==> src/rtl/tevg_map.svh <==
`ifndef TEVG_MAP_SVH
`define TEVG_MAP_SVH

// Register byte offsets on the APB bus.
`define TEVG_OFF_CTRL     8'h00
`define TEVG_OFF_STATUS   8'h04
`define TEVG_OFF_MASK     8'h08
`define TEVG_OFF_DMA      8'h0C
`define TEVG_OFF_CHDIR    8'h10
`define TEVG_OFF_SWEV     8'h14
`define TEVG_OFF_CNT      8'h24
`define TEVG_OFF_PSC      8'h28
`define TEVG_OFF_ARR      8'h2C
`define TEVG_OFF_CAP1     8'h34
`define TEVG_OFF_CAP2     8'h38
`define TEVG_OFF_CAP3     8'h3C
`define TEVG_OFF_CAP4     8'h40

// Bit positions shared by the event, status, mask and DMA registers; the overcapture bit is in status and mask only.
`define TEVG_BIT_UPD      0
`define TEVG_BIT_CH1      1
`define TEVG_BIT_TRG      6
`define TEVG_BIT_OC1      9

// Control register fields.
`define TEVG_CTRL_CEN     0
`define TEVG_CTRL_MODE    1
`define TEVG_CTRL_UPDATE_DISABLE_CONTROL    3
`define TEVG_CTRL_URS     4

// Count direction codes.
`define TEVG_MODE_UP      2'h0
`define TEVG_MODE_DOWN    2'h1

// Writable bit masks and reset values.
`define TEVG_SWEV_BITS    7'h5F
`define TEVG_STAT_BITS    16'h1E5F
`define TEVG_RST_ARR      16'hFFFF
`define TEVG_RST_PSC      16'h0000

`endif

==> src/rtl/tevg_pkg.sv <==
package tevg_pkg;

  // State of the counter core.
  typedef struct packed {
    logic [15:0] cnt;
    logic [15:0] psc_cnt;
    logic        down;
    logic        ovf;
  } tevg_cnt_st_t;

  // State of one compare/capture channel.
  typedef struct packed {
    logic        flag;
    logic        oc;
    logic [15:0] cap;
  } tevg_chan_st_t;

  // State of the register file and event logic.
  typedef struct packed {
    logic [4:0]  ctrl;
    logic [15:0] mask;
    logic [6:0]  dma_en;
    logic [3:0]  chdir;
    logic [6:0]  swev;
    logic [15:0] psc;
    logic [15:0] arr;
    logic        update_event_flag;
    logic        trigger_event_flag;
    logic        pready;
    logic        pslverr;
    logic [31:0] prdata;
    logic        irq;
    logic [6:0]  dma_req;
    logic        trig_out;
    logic        upd_out;
  } tevg_top_st_t;

endpackage : tevg_pkg

==> src/rtl/tevg_chan.sv <==
`timescale 1ns/1ps
module tevg_chan import tevg_pkg::*; (
  // Clock and reset.
  input  wire logic        pclk,
  input  wire logic        presetn,
  // Event and configuration.
  input  wire logic        force_evt,
  input  wire logic        is_input,
  input  wire logic [15:0] cnt,
  input  wire logic        clr_flag,
  input  wire logic        clr_oc,
  // Channel state.
  output logic             flag,
  output logic             oc,
  output logic      [15:0] cap
);

  tevg_chan_st_t st;
  tevg_chan_st_t next_st;

  // Clears first, so a forced event in the same cycle wins.
  always_comb begin
    next_st = st;
    if (clr_flag) begin
      next_st.flag = 1'h0;
    end
    if (clr_oc) begin
      next_st.oc = 1'h0;
    end
    if (force_evt) begin
      next_st.flag = 1'h1;
      if (is_input) begin
        next_st.cap = cnt;
        if (st.flag) begin
          next_st.oc = 1'h1;
        end
      end
    end
  end

  always_ff @(posedge pclk or negedge presetn) begin
    if (!presetn) begin
      st <= '0;
    end else begin
      st <= next_st;
    end
  end

  assign flag = st.flag;
  assign oc   = st.oc;
  assign cap  = st.cap;

  chk_out_nocap: assert property (@(posedge pclk) disable iff (!presetn)
    force_evt && !is_input |=> st.flag && $stable(st.cap))
    else $error("output-mode forced event touched capture value");
  chk_in_capture: assert property (@(posedge pclk) disable iff (!presetn)
    force_evt && is_input |=> st.flag && (st.cap == $past(cnt)))
    else $error("input-mode forced event did not capture counter");
  chk_overcapture: assert property (@(posedge pclk) disable iff (!presetn)
    force_evt && is_input && st.flag |=> st.oc)
    else $error("overcapture flag not set on repeated capture");

endmodule : tevg_chan

==> src/rtl/tevg_cnt.sv <==
`timescale 1ns/1ps
`include "tevg_map.svh"
module tevg_cnt import tevg_pkg::*; (
  // Clock and reset.
  input  wire logic        pclk,
  input  wire logic        presetn,
  // Control.
  input  wire logic        enable,
  input  wire logic [1:0]  mode,
  input  wire logic [15:0] psc,
  input  wire logic [15:0] arr,
  input  wire logic        force_upd,
  // Count state.
  output logic      [15:0] cnt,
  output logic      [15:0] psc_cnt,
  output logic             ovf
);

  tevg_cnt_st_t st;
  tevg_cnt_st_t next_st;

  // A forced update overrides counting in the same cycle.
  always_comb begin
    next_st = st;
    next_st.ovf = 1'h0;
    if (force_upd) begin
      next_st.psc_cnt = 16'h0000;
      next_st.down = (mode == `TEVG_MODE_DOWN);
      next_st.cnt = (mode == `TEVG_MODE_DOWN) ? arr : 16'h0000;
    end else if (enable) begin
      if (st.psc_cnt >= psc) begin
        next_st.psc_cnt = 16'h0000;
        case (mode)
          `TEVG_MODE_UP: begin
            next_st.down = 1'h0;
            if (st.cnt >= arr) begin
              next_st.cnt = 16'h0000;
              next_st.ovf = 1'h1;
            end else begin
              next_st.cnt = st.cnt + 16'h0001;
            end
          end
          `TEVG_MODE_DOWN: begin
            next_st.down = 1'h1;
            if (st.cnt == 16'h0000) begin
              next_st.cnt = arr;
              next_st.ovf = 1'h1;
            end else begin
              next_st.cnt = st.cnt - 16'h0001;
            end
          end
          default: begin
            // Centre-aligned: turn round at the reload value and at zero.
            if (!st.down) begin
              if (st.cnt >= arr) begin
                next_st.down = 1'h1;
                next_st.cnt = st.cnt - 16'h0001;
                next_st.ovf = 1'h1;
              end else begin
                next_st.cnt = st.cnt + 16'h0001;
              end
            end else if (st.cnt == 16'h0000) begin
              next_st.down = 1'h0;
              next_st.cnt = 16'h0001;
              next_st.ovf = 1'h1;
            end else begin
              next_st.cnt = st.cnt - 16'h0001;
            end
          end
        endcase
      end else begin
        next_st.psc_cnt = st.psc_cnt + 16'h0001;
      end
    end
  end

  always_ff @(posedge pclk or negedge presetn) begin
    if (!presetn) begin
      st <= '0;
    end else begin
      st <= next_st;
    end
  end

  assign cnt     = st.cnt;
  assign psc_cnt = st.psc_cnt;
  assign ovf     = st.ovf;

  chk_psc_restart: assert property (@(posedge pclk) disable iff (!presetn)
    force_upd |=> (st.psc_cnt == 16'h0000) && $stable(psc))
    else $error("prescaler counter not cleared by forced update");
  chk_up_clear: assert property (@(posedge pclk) disable iff (!presetn)
    force_upd && (mode != `TEVG_MODE_DOWN) |=> st.cnt == 16'h0000)
    else $error("counter not cleared by forced update");
  chk_down_reload: assert property (@(posedge pclk) disable iff (!presetn)
    force_upd && (mode == `TEVG_MODE_DOWN) |=> st.cnt == $past(arr))
    else $error("counter not loaded with reload value");

endmodule : tevg_cnt

==> src/rtl/tevg_top.sv <==
`timescale 1ns/1ps
`include "tevg_map.svh"
module tevg_top import tevg_pkg::*; (
  // Clock and reset.
  input  wire logic        pclk,
  input  wire logic        presetn,
  // APB slave.
  input  wire logic        psel,
  input  wire logic        penable,
  input  wire logic        pwrite,
  input  wire logic [7:0]  paddr,
  input  wire logic [31:0] pwdata,
  output logic      [31:0] prdata,
  output logic             pready,
  output logic             pslverr,
  // Interrupt and DMA requests.
  output logic             irq,
  output logic      [6:0]  dma_req,
  // Event pulses to the rest of the timer.
  output logic             trig_out,
  output logic             upd_out
);

  tevg_top_st_t st;
  tevg_top_st_t next_st;

  logic [15:0] cnt;
  logic [15:0] psc_cnt;
  logic        ovf;
  logic [3:0]  chan_flag;
  logic [3:0]  chan_oc;
  logic [15:0] cap [4];
  logic [3:0]  clr_flag;
  logic [3:0]  clr_oc;
  logic [15:0] status_vec;
  logic        setup;
  logic        wr_done;
  logic        rd_done;
  logic        update_disable_control;
  logic        update_request_source_select;
  logic        irq_src;

  // Bus phases; a write commits only at the completing access edge.
  assign setup   = psel && !penable;
  assign wr_done = psel && penable && st.pready && pwrite;
  assign rd_done = psel && penable && st.pready && !pwrite;
  assign update_disable_control    = st.ctrl[`TEVG_CTRL_UPDATE_DISABLE_CONTROL];
  assign update_request_source_select     = st.ctrl[`TEVG_CTRL_URS];

  // Status layout: update, four channel flags, trigger, four overcaptures.
  assign status_vec = {3'h0, chan_oc, 2'h0, st.trigger_event_flag, 1'h0, chan_flag, st.update_event_flag};

  // Any set status bit that software has unmasked asks for the interrupt.
  assign irq_src = |(status_vec & st.mask);

  // Counter core; the forced update comes straight from the pending bit.
  tevg_cnt i_tevg_cnt (
    .pclk      (pclk),
    .presetn   (presetn),
    .enable    (st.ctrl[`TEVG_CTRL_CEN]),
    .mode      (st.ctrl[`TEVG_CTRL_MODE +: 2]),
    .psc       (st.psc),
    .arr       (st.arr),
    .force_upd (st.swev[`TEVG_BIT_UPD]),
    .cnt       (cnt),
    .psc_cnt   (psc_cnt),
    .ovf       (ovf)
  );

  // One channel per channel force bit; reading an input capture value clears its flag.
  for (genvar k = 0; k < 4; k++) begin : g_chan
    assign clr_flag[k] = (wr_done && (paddr == `TEVG_OFF_STATUS) && pwdata[`TEVG_BIT_CH1 + k])
                       || (rd_done && (paddr == `TEVG_OFF_CAP1 + 8'(4 * k)) && st.chdir[k]);
    assign clr_oc[k]   = wr_done && (paddr == `TEVG_OFF_STATUS) && pwdata[`TEVG_BIT_OC1 + k];
    tevg_chan i_tevg_chan (
      .pclk      (pclk),
      .presetn   (presetn),
      .force_evt (st.swev[`TEVG_BIT_CH1 + k]),
      .is_input  (st.chdir[k]),
      .cnt       (cnt),
      .clr_flag  (clr_flag[k]),
      .clr_oc    (clr_oc[k]),
      .flag      (chan_flag[k]),
      .oc        (chan_oc[k]),
      .cap       (cap[k])
    );
    // Every channel force sets its flag and pulses its DMA request as enabled.
    chk_chan_flag: assert property (@(posedge pclk) disable iff (!presetn)
      st.swev[`TEVG_BIT_CH1 + k] |=> chan_flag[k])
      else $error("channel force did not set its flag");
    chk_chan_dma: assert property (@(posedge pclk) disable iff (!presetn)
      st.swev[`TEVG_BIT_CH1 + k] |=> st.dma_req[`TEVG_BIT_CH1 + k] == $past(st.dma_en[`TEVG_BIT_CH1 + k]))
      else $error("channel force did not follow its DMA enable");
  end

  // Register file, self-clearing force bits and event flags.
  always_comb begin
    next_st = st;
    next_st.swev     = 7'h00;
    next_st.pready   = 1'h0;
    next_st.pslverr  = 1'h0;
    next_st.dma_req  = 7'h00;
    next_st.trig_out = 1'h0;
    next_st.upd_out  = 1'h0;

    // Read data and the answer are prepared in the setup cycle.
    if (setup) begin
      next_st.pready = 1'h1;
      next_st.prdata = 32'h0000_0000;
      case (paddr)
        `TEVG_OFF_CTRL: begin
          next_st.prdata = {27'h0, st.ctrl};
        end
        `TEVG_OFF_STATUS: begin
          next_st.prdata = {16'h0, status_vec};
        end
        `TEVG_OFF_MASK: begin
          next_st.prdata = {16'h0, st.mask};
        end
        `TEVG_OFF_DMA: begin
          next_st.prdata = {25'h0, st.dma_en};
        end
        `TEVG_OFF_CHDIR: begin
          next_st.prdata = {28'h0, st.chdir};
        end
        `TEVG_OFF_SWEV: begin
          next_st.prdata = 32'h0000_0000;
        end
        `TEVG_OFF_CNT: begin
          next_st.prdata = {16'h0, cnt};
        end
        `TEVG_OFF_PSC: begin
          next_st.prdata = {16'h0, st.psc};
        end
        `TEVG_OFF_ARR: begin
          next_st.prdata = {16'h0, st.arr};
        end
        `TEVG_OFF_CAP1: begin
          next_st.prdata = {16'h0, cap[0]};
        end
        `TEVG_OFF_CAP2: begin
          next_st.prdata = {16'h0, cap[1]};
        end
        `TEVG_OFF_CAP3: begin
          next_st.prdata = {16'h0, cap[2]};
        end
        `TEVG_OFF_CAP4: begin
          next_st.prdata = {16'h0, cap[3]};
        end
        default: begin
          next_st.pslverr = 1'h1;
        end
      endcase
    end

    // Writes; the counter and capture values are read-only and ignore them.
    if (wr_done) begin
      case (paddr)
        `TEVG_OFF_CTRL: begin
          next_st.ctrl = pwdata[4:0];
        end
        `TEVG_OFF_STATUS: begin
          if (pwdata[`TEVG_BIT_UPD]) begin
            next_st.update_event_flag = 1'h0;
          end
          if (pwdata[`TEVG_BIT_TRG]) begin
            next_st.trigger_event_flag = 1'h0;
          end
        end
        `TEVG_OFF_MASK: begin
          next_st.mask = pwdata[15:0] & `TEVG_STAT_BITS;
        end
        `TEVG_OFF_DMA: begin
          next_st.dma_en = pwdata[6:0] & `TEVG_SWEV_BITS;
        end
        `TEVG_OFF_CHDIR: begin
          next_st.chdir = pwdata[3:0];
        end
        `TEVG_OFF_SWEV: begin
          // Only ones request events; zeros and reserved bits are dropped.
          next_st.swev = pwdata[6:0] & `TEVG_SWEV_BITS;
        end
        `TEVG_OFF_PSC: begin
          next_st.psc = pwdata[15:0];
        end
        `TEVG_OFF_ARR: begin
          next_st.arr = pwdata[15:0];
        end
        default: begin
          next_st.ctrl = st.ctrl;
        end
      endcase
    end

    // Trigger event; setting after the clear makes a same-cycle event win.
    if (st.swev[`TEVG_BIT_TRG]) begin
      next_st.trigger_event_flag = 1'h1;
      next_st.trig_out = 1'h1;
      next_st.dma_req[`TEVG_BIT_TRG] = st.dma_en[`TEVG_BIT_TRG];
    end

    // Channel DMA requests follow their force pulses.
    next_st.dma_req[4:1] = st.swev[4:1] & st.dma_en[4:1];

    // Update event: forced one gated by both controls, overflow by disable only.
    if ((st.swev[`TEVG_BIT_UPD] && !update_request_source_select && !update_disable_control) || (ovf && !update_disable_control)) begin
      next_st.update_event_flag = 1'h1;
      next_st.upd_out = 1'h1;
      next_st.dma_req[`TEVG_BIT_UPD] = st.dma_en[`TEVG_BIT_UPD];
    end

    // Level interrupt lags the status bits by one cycle to stay registered.
    next_st.irq = irq_src;
  end

  always_ff @(posedge pclk or negedge presetn) begin
    if (!presetn) begin
      st     <= '0;
      st.arr <= `TEVG_RST_ARR;
      st.psc <= `TEVG_RST_PSC;
    end else begin
      st <= next_st;
    end
  end

  assign prdata   = st.prdata;
  assign pready   = st.pready;
  assign pslverr  = st.pslverr;
  assign irq      = st.irq;
  assign dma_req  = st.dma_req;
  assign trig_out = st.trig_out;
  assign upd_out  = st.upd_out;

  chk_trig_oneshot: assert property (@(posedge pclk) disable iff (!presetn)
    wr_done && (paddr == `TEVG_OFF_SWEV) && pwdata[`TEVG_BIT_TRG]
    |=> st.swev[`TEVG_BIT_TRG] ##1 !st.swev[`TEVG_BIT_TRG])
    else $error("trigger force bit did not clear itself");
  chk_trig_effect: assert property (@(posedge pclk) disable iff (!presetn)
    st.swev[`TEVG_BIT_TRG] |=> st.trigger_event_flag && st.trig_out
    && (st.dma_req[`TEVG_BIT_TRG] == $past(st.dma_en[`TEVG_BIT_TRG])))
    else $error("trigger force did not raise flag and requests");
  chk_chan4_force: assert property (@(posedge pclk) disable iff (!presetn)
    wr_done && (paddr == `TEVG_OFF_SWEV) && pwdata[4] |=> ##1 chan_flag[3])
    else $error("channel 4 force did not set its flag");
  chk_chan1_force: assert property (@(posedge pclk) disable iff (!presetn)
    wr_done && (paddr == `TEVG_OFF_SWEV) && pwdata[1]
    |=> st.swev[1] ##1 (chan_flag[0] && !st.swev[1]))
    else $error("channel 1 force was not a single event");
  chk_upd_oneshot: assert property (@(posedge pclk) disable iff (!presetn)
    st.swev[`TEVG_BIT_UPD] |=> !st.swev[`TEVG_BIT_UPD])
    else $error("update force bit did not clear itself");
  chk_uif_set: assert property (@(posedge pclk) disable iff (!presetn)
    st.swev[`TEVG_BIT_UPD] && !update_request_source_select && !update_disable_control |=> st.update_event_flag && st.upd_out)
    else $error("forced update did not set update flag");
  chk_uif_gated: assert property (@(posedge pclk) disable iff (!presetn)
    st.swev[`TEVG_BIT_UPD] && (update_disable_control || (update_request_source_select && !ovf)) |=> !st.upd_out)
    else $error("forced update made an event while disabled");
  chk_swev_reads0: assert property (@(posedge pclk) disable iff (!presetn)
    rd_done && (paddr == `TEVG_OFF_SWEV) |-> st.prdata == 32'h0000_0000)
    else $error("event register read not zero");
  chk_zero_write: assert property (@(posedge pclk) disable iff (!presetn)
    wr_done && (paddr == `TEVG_OFF_SWEV) && (pwdata[6:0] == 7'h00) |=> st.swev == 7'h00)
    else $error("zero write requested an event");

  // The interrupt line follows the masked status one cycle later.
  chk_irq_raise: assert property (@(posedge pclk) disable iff (!presetn)
    irq_src |=> st.irq)
    else $error("interrupt not raised for unmasked status");
  chk_irq_drop: assert property (@(posedge pclk) disable iff (!presetn)
    !irq_src |=> !st.irq)
    else $error("interrupt raised with no unmasked status");

  // No event pulse leaves the block without its cause.
  chk_trig_quiet: assert property (@(posedge pclk) disable iff (!presetn)
    !st.swev[`TEVG_BIT_TRG] |=> !st.trig_out)
    else $error("trigger pulse without a trigger force");
  chk_upd_quiet: assert property (@(posedge pclk) disable iff (!presetn)
    !st.swev[`TEVG_BIT_UPD] && !ovf |=> !st.upd_out)
    else $error("update pulse without a cause");

  // Bus answer shape: ready is a one-cycle pulse and an error comes only with it.
  chk_ready_pulse: assert property (@(posedge pclk) disable iff (!presetn)
    st.pready |=> !st.pready)
    else $error("bus ready held longer than one cycle");
  chk_err_ready: assert property (@(posedge pclk) disable iff (!presetn)
    st.pslverr |-> st.pready)
    else $error("bus error without ready");

endmodule : tevg_top

==> config.mk <==
export PLATFORM = sky130hd
export DESIGN_NAME = tevg_top
export DESIGN_NICKNAME = d
export VERILOG_FILES = /design/src/rtl/tevg_pkg.sv /design/src/rtl/tevg_chan.sv /design/src/rtl/tevg_cnt.sv /design/src/rtl/tevg_top.sv
export VERILOG_INCLUDE_DIRS = /design/src /design/src/rtl
export SDC_FILE = /design/constraint.sdc
export NUM_CORES = 1
export LEC_CHECK = 0
export ABC_AREA = 1
export BUFFER_PORTS_ARGS = -buffer_cell sky130_fd_sc_hd__buf_2
export CAP_MARGIN = 30
export CORE_MARGIN = 5
export CORE_UTILIZATION = 45
export CTS_BUF_LIST = sky130_fd_sc_hd__clkbuf_4
export DETAILED_ROUTE_END_ITERATION = 12
export GPL_TIMING_DRIVEN = 0
export PLACE_DENSITY = 0.64
export SYNTH_ARGS = -nofsm -noshare
export SYNTH_HDL_FRONTEND = slang
export SYNTH_HIERARCHICAL = 1
export SYNTH_SLANG_ARGS = --single-unit
==> constraint.sdc <==
create_clock -name pclk -period 2 [get_ports pclk]
set_input_delay 0.3 -clock pclk [delete_from_list [all_inputs] [get_ports pclk]]
set_output_delay 0.3 -clock pclk [all_outputs]
set_load 0.03 [all_outputs]
==> qor.yml <==
critical_path:
  crit_top_cell: "nand2_1"
  cp-end-kind: "register"
  crit_required_ns: 2.52
  critPathLaunch: "st[114]$_DFFE_PN0P_"
  cp_top_family: "simple AND/OR/NAND/NOR gates"
  cp_num_buf_inv: 2
  path_cells: "clkbuf_1 -> nor2_1 -> clkbuf_1 -> nand4_1 -> a21oi_1 -> nand2_2 -> nand2_1 -> nand2_1 -> nand2_1"
  slowest_stage: "clkbuf_1"
  rr_worst_depth: 9
  setup.worst_path.start_class: "register"
  cp.arrival_ns: 2.90
  crit_type: "register to register"
  r2r-start: "st[114]$_DFFE_PN0P_"
  critPathMaxFanout: 10
  slowest_delay_ns: 0.55
  crit_cells: 9
  crit_path_end: "i_tevg_cnt/cnt[8]$_DFFE_PN0P_"
  rr_endpoint: "i_tevg_cnt/cnt[8]$_DFFE_PN0P_"
  r2r_setup_slack_ns: -0.38
floorplan:
  dieArea_um2: 32350
  pin_count: 89
  start_util_pct: 45.36
  fp.dieH_um: 179.9
  die_w_um: 179.9
  core_area_um2: 28630
  placementRows: 62
outcome:
  status: "complete, but fails checks"
  violations: "setup timing"
power:
  sw_frac_of_total_pct: 31.20
  p_clk_share_pct: 30.3
  p_sw_w: 0.002262
  leakage_nw: 7.996
  ir_worst_vdd_v: 0.0003811
  seq_power_share_pct: 55.8
  intPower_w: 0.004989
  powerDensity_nw_per_um2: 483.8
  comb_power_share_pct: 13.9
timing:
  drv_slew: 0
  relSlewSlack_pct: 39.12
  setup_viol: 19
  fin_worst_skew_ns: 0.04213
  rsz0062_at_grt: "true"
  fmax_mhz: 420.1
  fin_crit_sh_pct: 119.0
  layout_setup_ws_ns: -0.3803
  period_needed_ns: 2.380
  hold_viol_final: 0
  tightest_slew_ns: 0.9099
  fin_hold_ws_ns: 0.06630
routing:
  antenna_left: 0
  drt_iter0_markers: 1291
  vias: 12270
  first_pass_iters: 8
  wl_per_cell_um: 18.37
  wl_um: 42700
  drc: 0
  detail_route.vias_per_cell: 5.281
yosys:
  syn_area_um2: 12980
  ys_warn_count: 6
  synthCells: 1775
  avgSynthCellArea_um2: 7.315
finish:
  final_util_pct: 52.36
  drive_gt1_share_pct: 21.25
  area_growth_pct: 15.43
  finalNetCount: 2007
min_path:
  hold_start: "pwdata[9]"
  hp-class: "primary input to register"
grt:
  antenna_found_initial: 1
  gr-total-overflow: 0
  grt_pass1_vias: 11630
  grt_usage_pct: 25.90
  grt_max_degree: 114
  grt_pass1_wl_um: 66900
clock_tree:
  clock_latency_ns: 0.60
  cts_tree: "yes"
  cts.sinks: 198
  cts_buffers: 17
  htreeDepth: 4
  root_buffer: "clkbuf_4"
  clk_path_buf_depth: 2
  clkSlewWorstSetupHoldPaths_ns: 0.17
run:
  cap_violations: 0
placement:
  place_congestion: 0.9411
  io_buffers: 55
  hpwl_um: 30730
  place_ws_ns: -0.6032
-- power by group through the flow --
stage               Clock [W]  Sequential, W  Combinational, W
floorplan                   0        0.00411          0.000467
global route          0.00241        0.00405           0.00109
detailed placement          0        0.00412          0.000760
CTS                   0.00225        0.00405          0.000988
global placement            0        0.00412          0.000746
finish                0.00219        0.00405           0.00101
-- worst register-to-register path, stage by stage, from the launching register on --
cell and delay, ns:
dfrtp_1 0.48, clkbuf_1 0.26, nor2_1 0.40, clkbuf_1 0.55
nand4_1 0.17, a21oi_1 0.21, nand2_2 0.09, nand2_1 0.08
nand2_1 0.05, nand2_1 0.05
-- state kept, by name, summed over array words and instances, names as in the netlist --
| register | flops |
|---|---|
| st | 65 |
| g_chan.i_tevg_chan/cap | 64 |
| i_tevg_cnt/cnt | 16 |
| i_tevg_cnt/psc_cnt | 16 |
| prdata | 16 |
| dma_req | 6 |
| g_chan.i_tevg_chan/flag | 4 |
| g_chan.i_tevg_chan/oc | 4 |
| i_tevg_cnt/ovf | 1 |
| i_tevg_cnt/st | 1 |
| irq | 1 |
| pready | 1 |
| pslverr | 1 |
| trig_out | 1 |
| upd_out | 1 |
-- placed cells by master (no fill, tap or decap), types with 9 or more instances in the layout --
cell / instances
a21oi_1: 25
buf_2: 72
buf_4: 107
buf_6: 24
clkbuf_1: 10
clkbuf_4: 18
conb_1: 17
dfrtp_1: 176
dfstp_2: 16
ha_1: 29
inv_1: 149
inv_2: 17
nand2_1: 597
nand2_2: 26
nand3_1: 222
nand3_2: 12
nand3b_1: 16
nand4_1: 28
nor2_1: 110
nor2_2: 15
nor2_4: 10
nor3_1: 14
o21ai_0: 53
o21ai_1: 9
o21ai_2: 16
o22ai_1: 17
xor2_1: 25
-- cell type report --
cell class,count,area [µm²]
antenna,1,2.502
buffer,126,1026
clock buffer,18,135.1
clock inverter,14,156.4
fill,2847,13640
inverter,169,643.1
multi-input combinational,1298,6700
sequential,198,4982
tap,384,480.5
timing repair buffer,116,862.1
-- worst min-delay path by stage --
stage | end | slack, ns | cells after the start
detailed placement | dma_req[6]$_DFF_PN0_ | 0.35 | 1
finish | st[55]$_DFFE_PN1P_ | 0.07 | 3
floorplan | dma_req[0]$_DFF_PN0_ | 0.004 | 0
CTS | st[105]$_DFFE_PN0P_ | 0.02 | 3
global placement | trig_out$_DFF_PN0_ | 0.39 | 0
global route | st[105]$_DFFE_PN0P_ | 0.03 | 3
-- through the flow --
stage / power, W / instances / area [µm²] / setup TNS, ns
after global routing: 0.007545 / 2324 / 14990 / -7.702
after global placement: 0.004864 / 2230 / 13820 / -530.30
after floorplan: 0.004581 / 1791 / 13070 / -0.0009448
after CTS: 0.007283 / 2308 / 14750 / -4.909
final: 0.007252 / 2324 / 14990 / -5.330
after detailed placement: 0.004876 / 2231 / 13860 / -9.794
-- per-layer routing --
| metal | up-vias | part of all wire, % | global-route usage (%) |
|---|---|---|---|
| li1 | 5925 | - | - |
| met1 | 5792 | 43 | 35.26 |
| met2 | 467 | 47 | 42.35 |
| met3 | 90 | 6.3 | 3.981 |
| met4 | 0 | 3.7 | 8.839 |
| met5 | - | 0 | 0 |
-- repair_timing --
action,CTS,global route
resized for setup,47,35
hold buffers,8,0
pin swaps,22,33
cloned,3,0
setup buffers,35,16
endpoints found under the setup margin,28,51
hold endpoints to repair,94,0
Power figures use the tool's default switching activity.
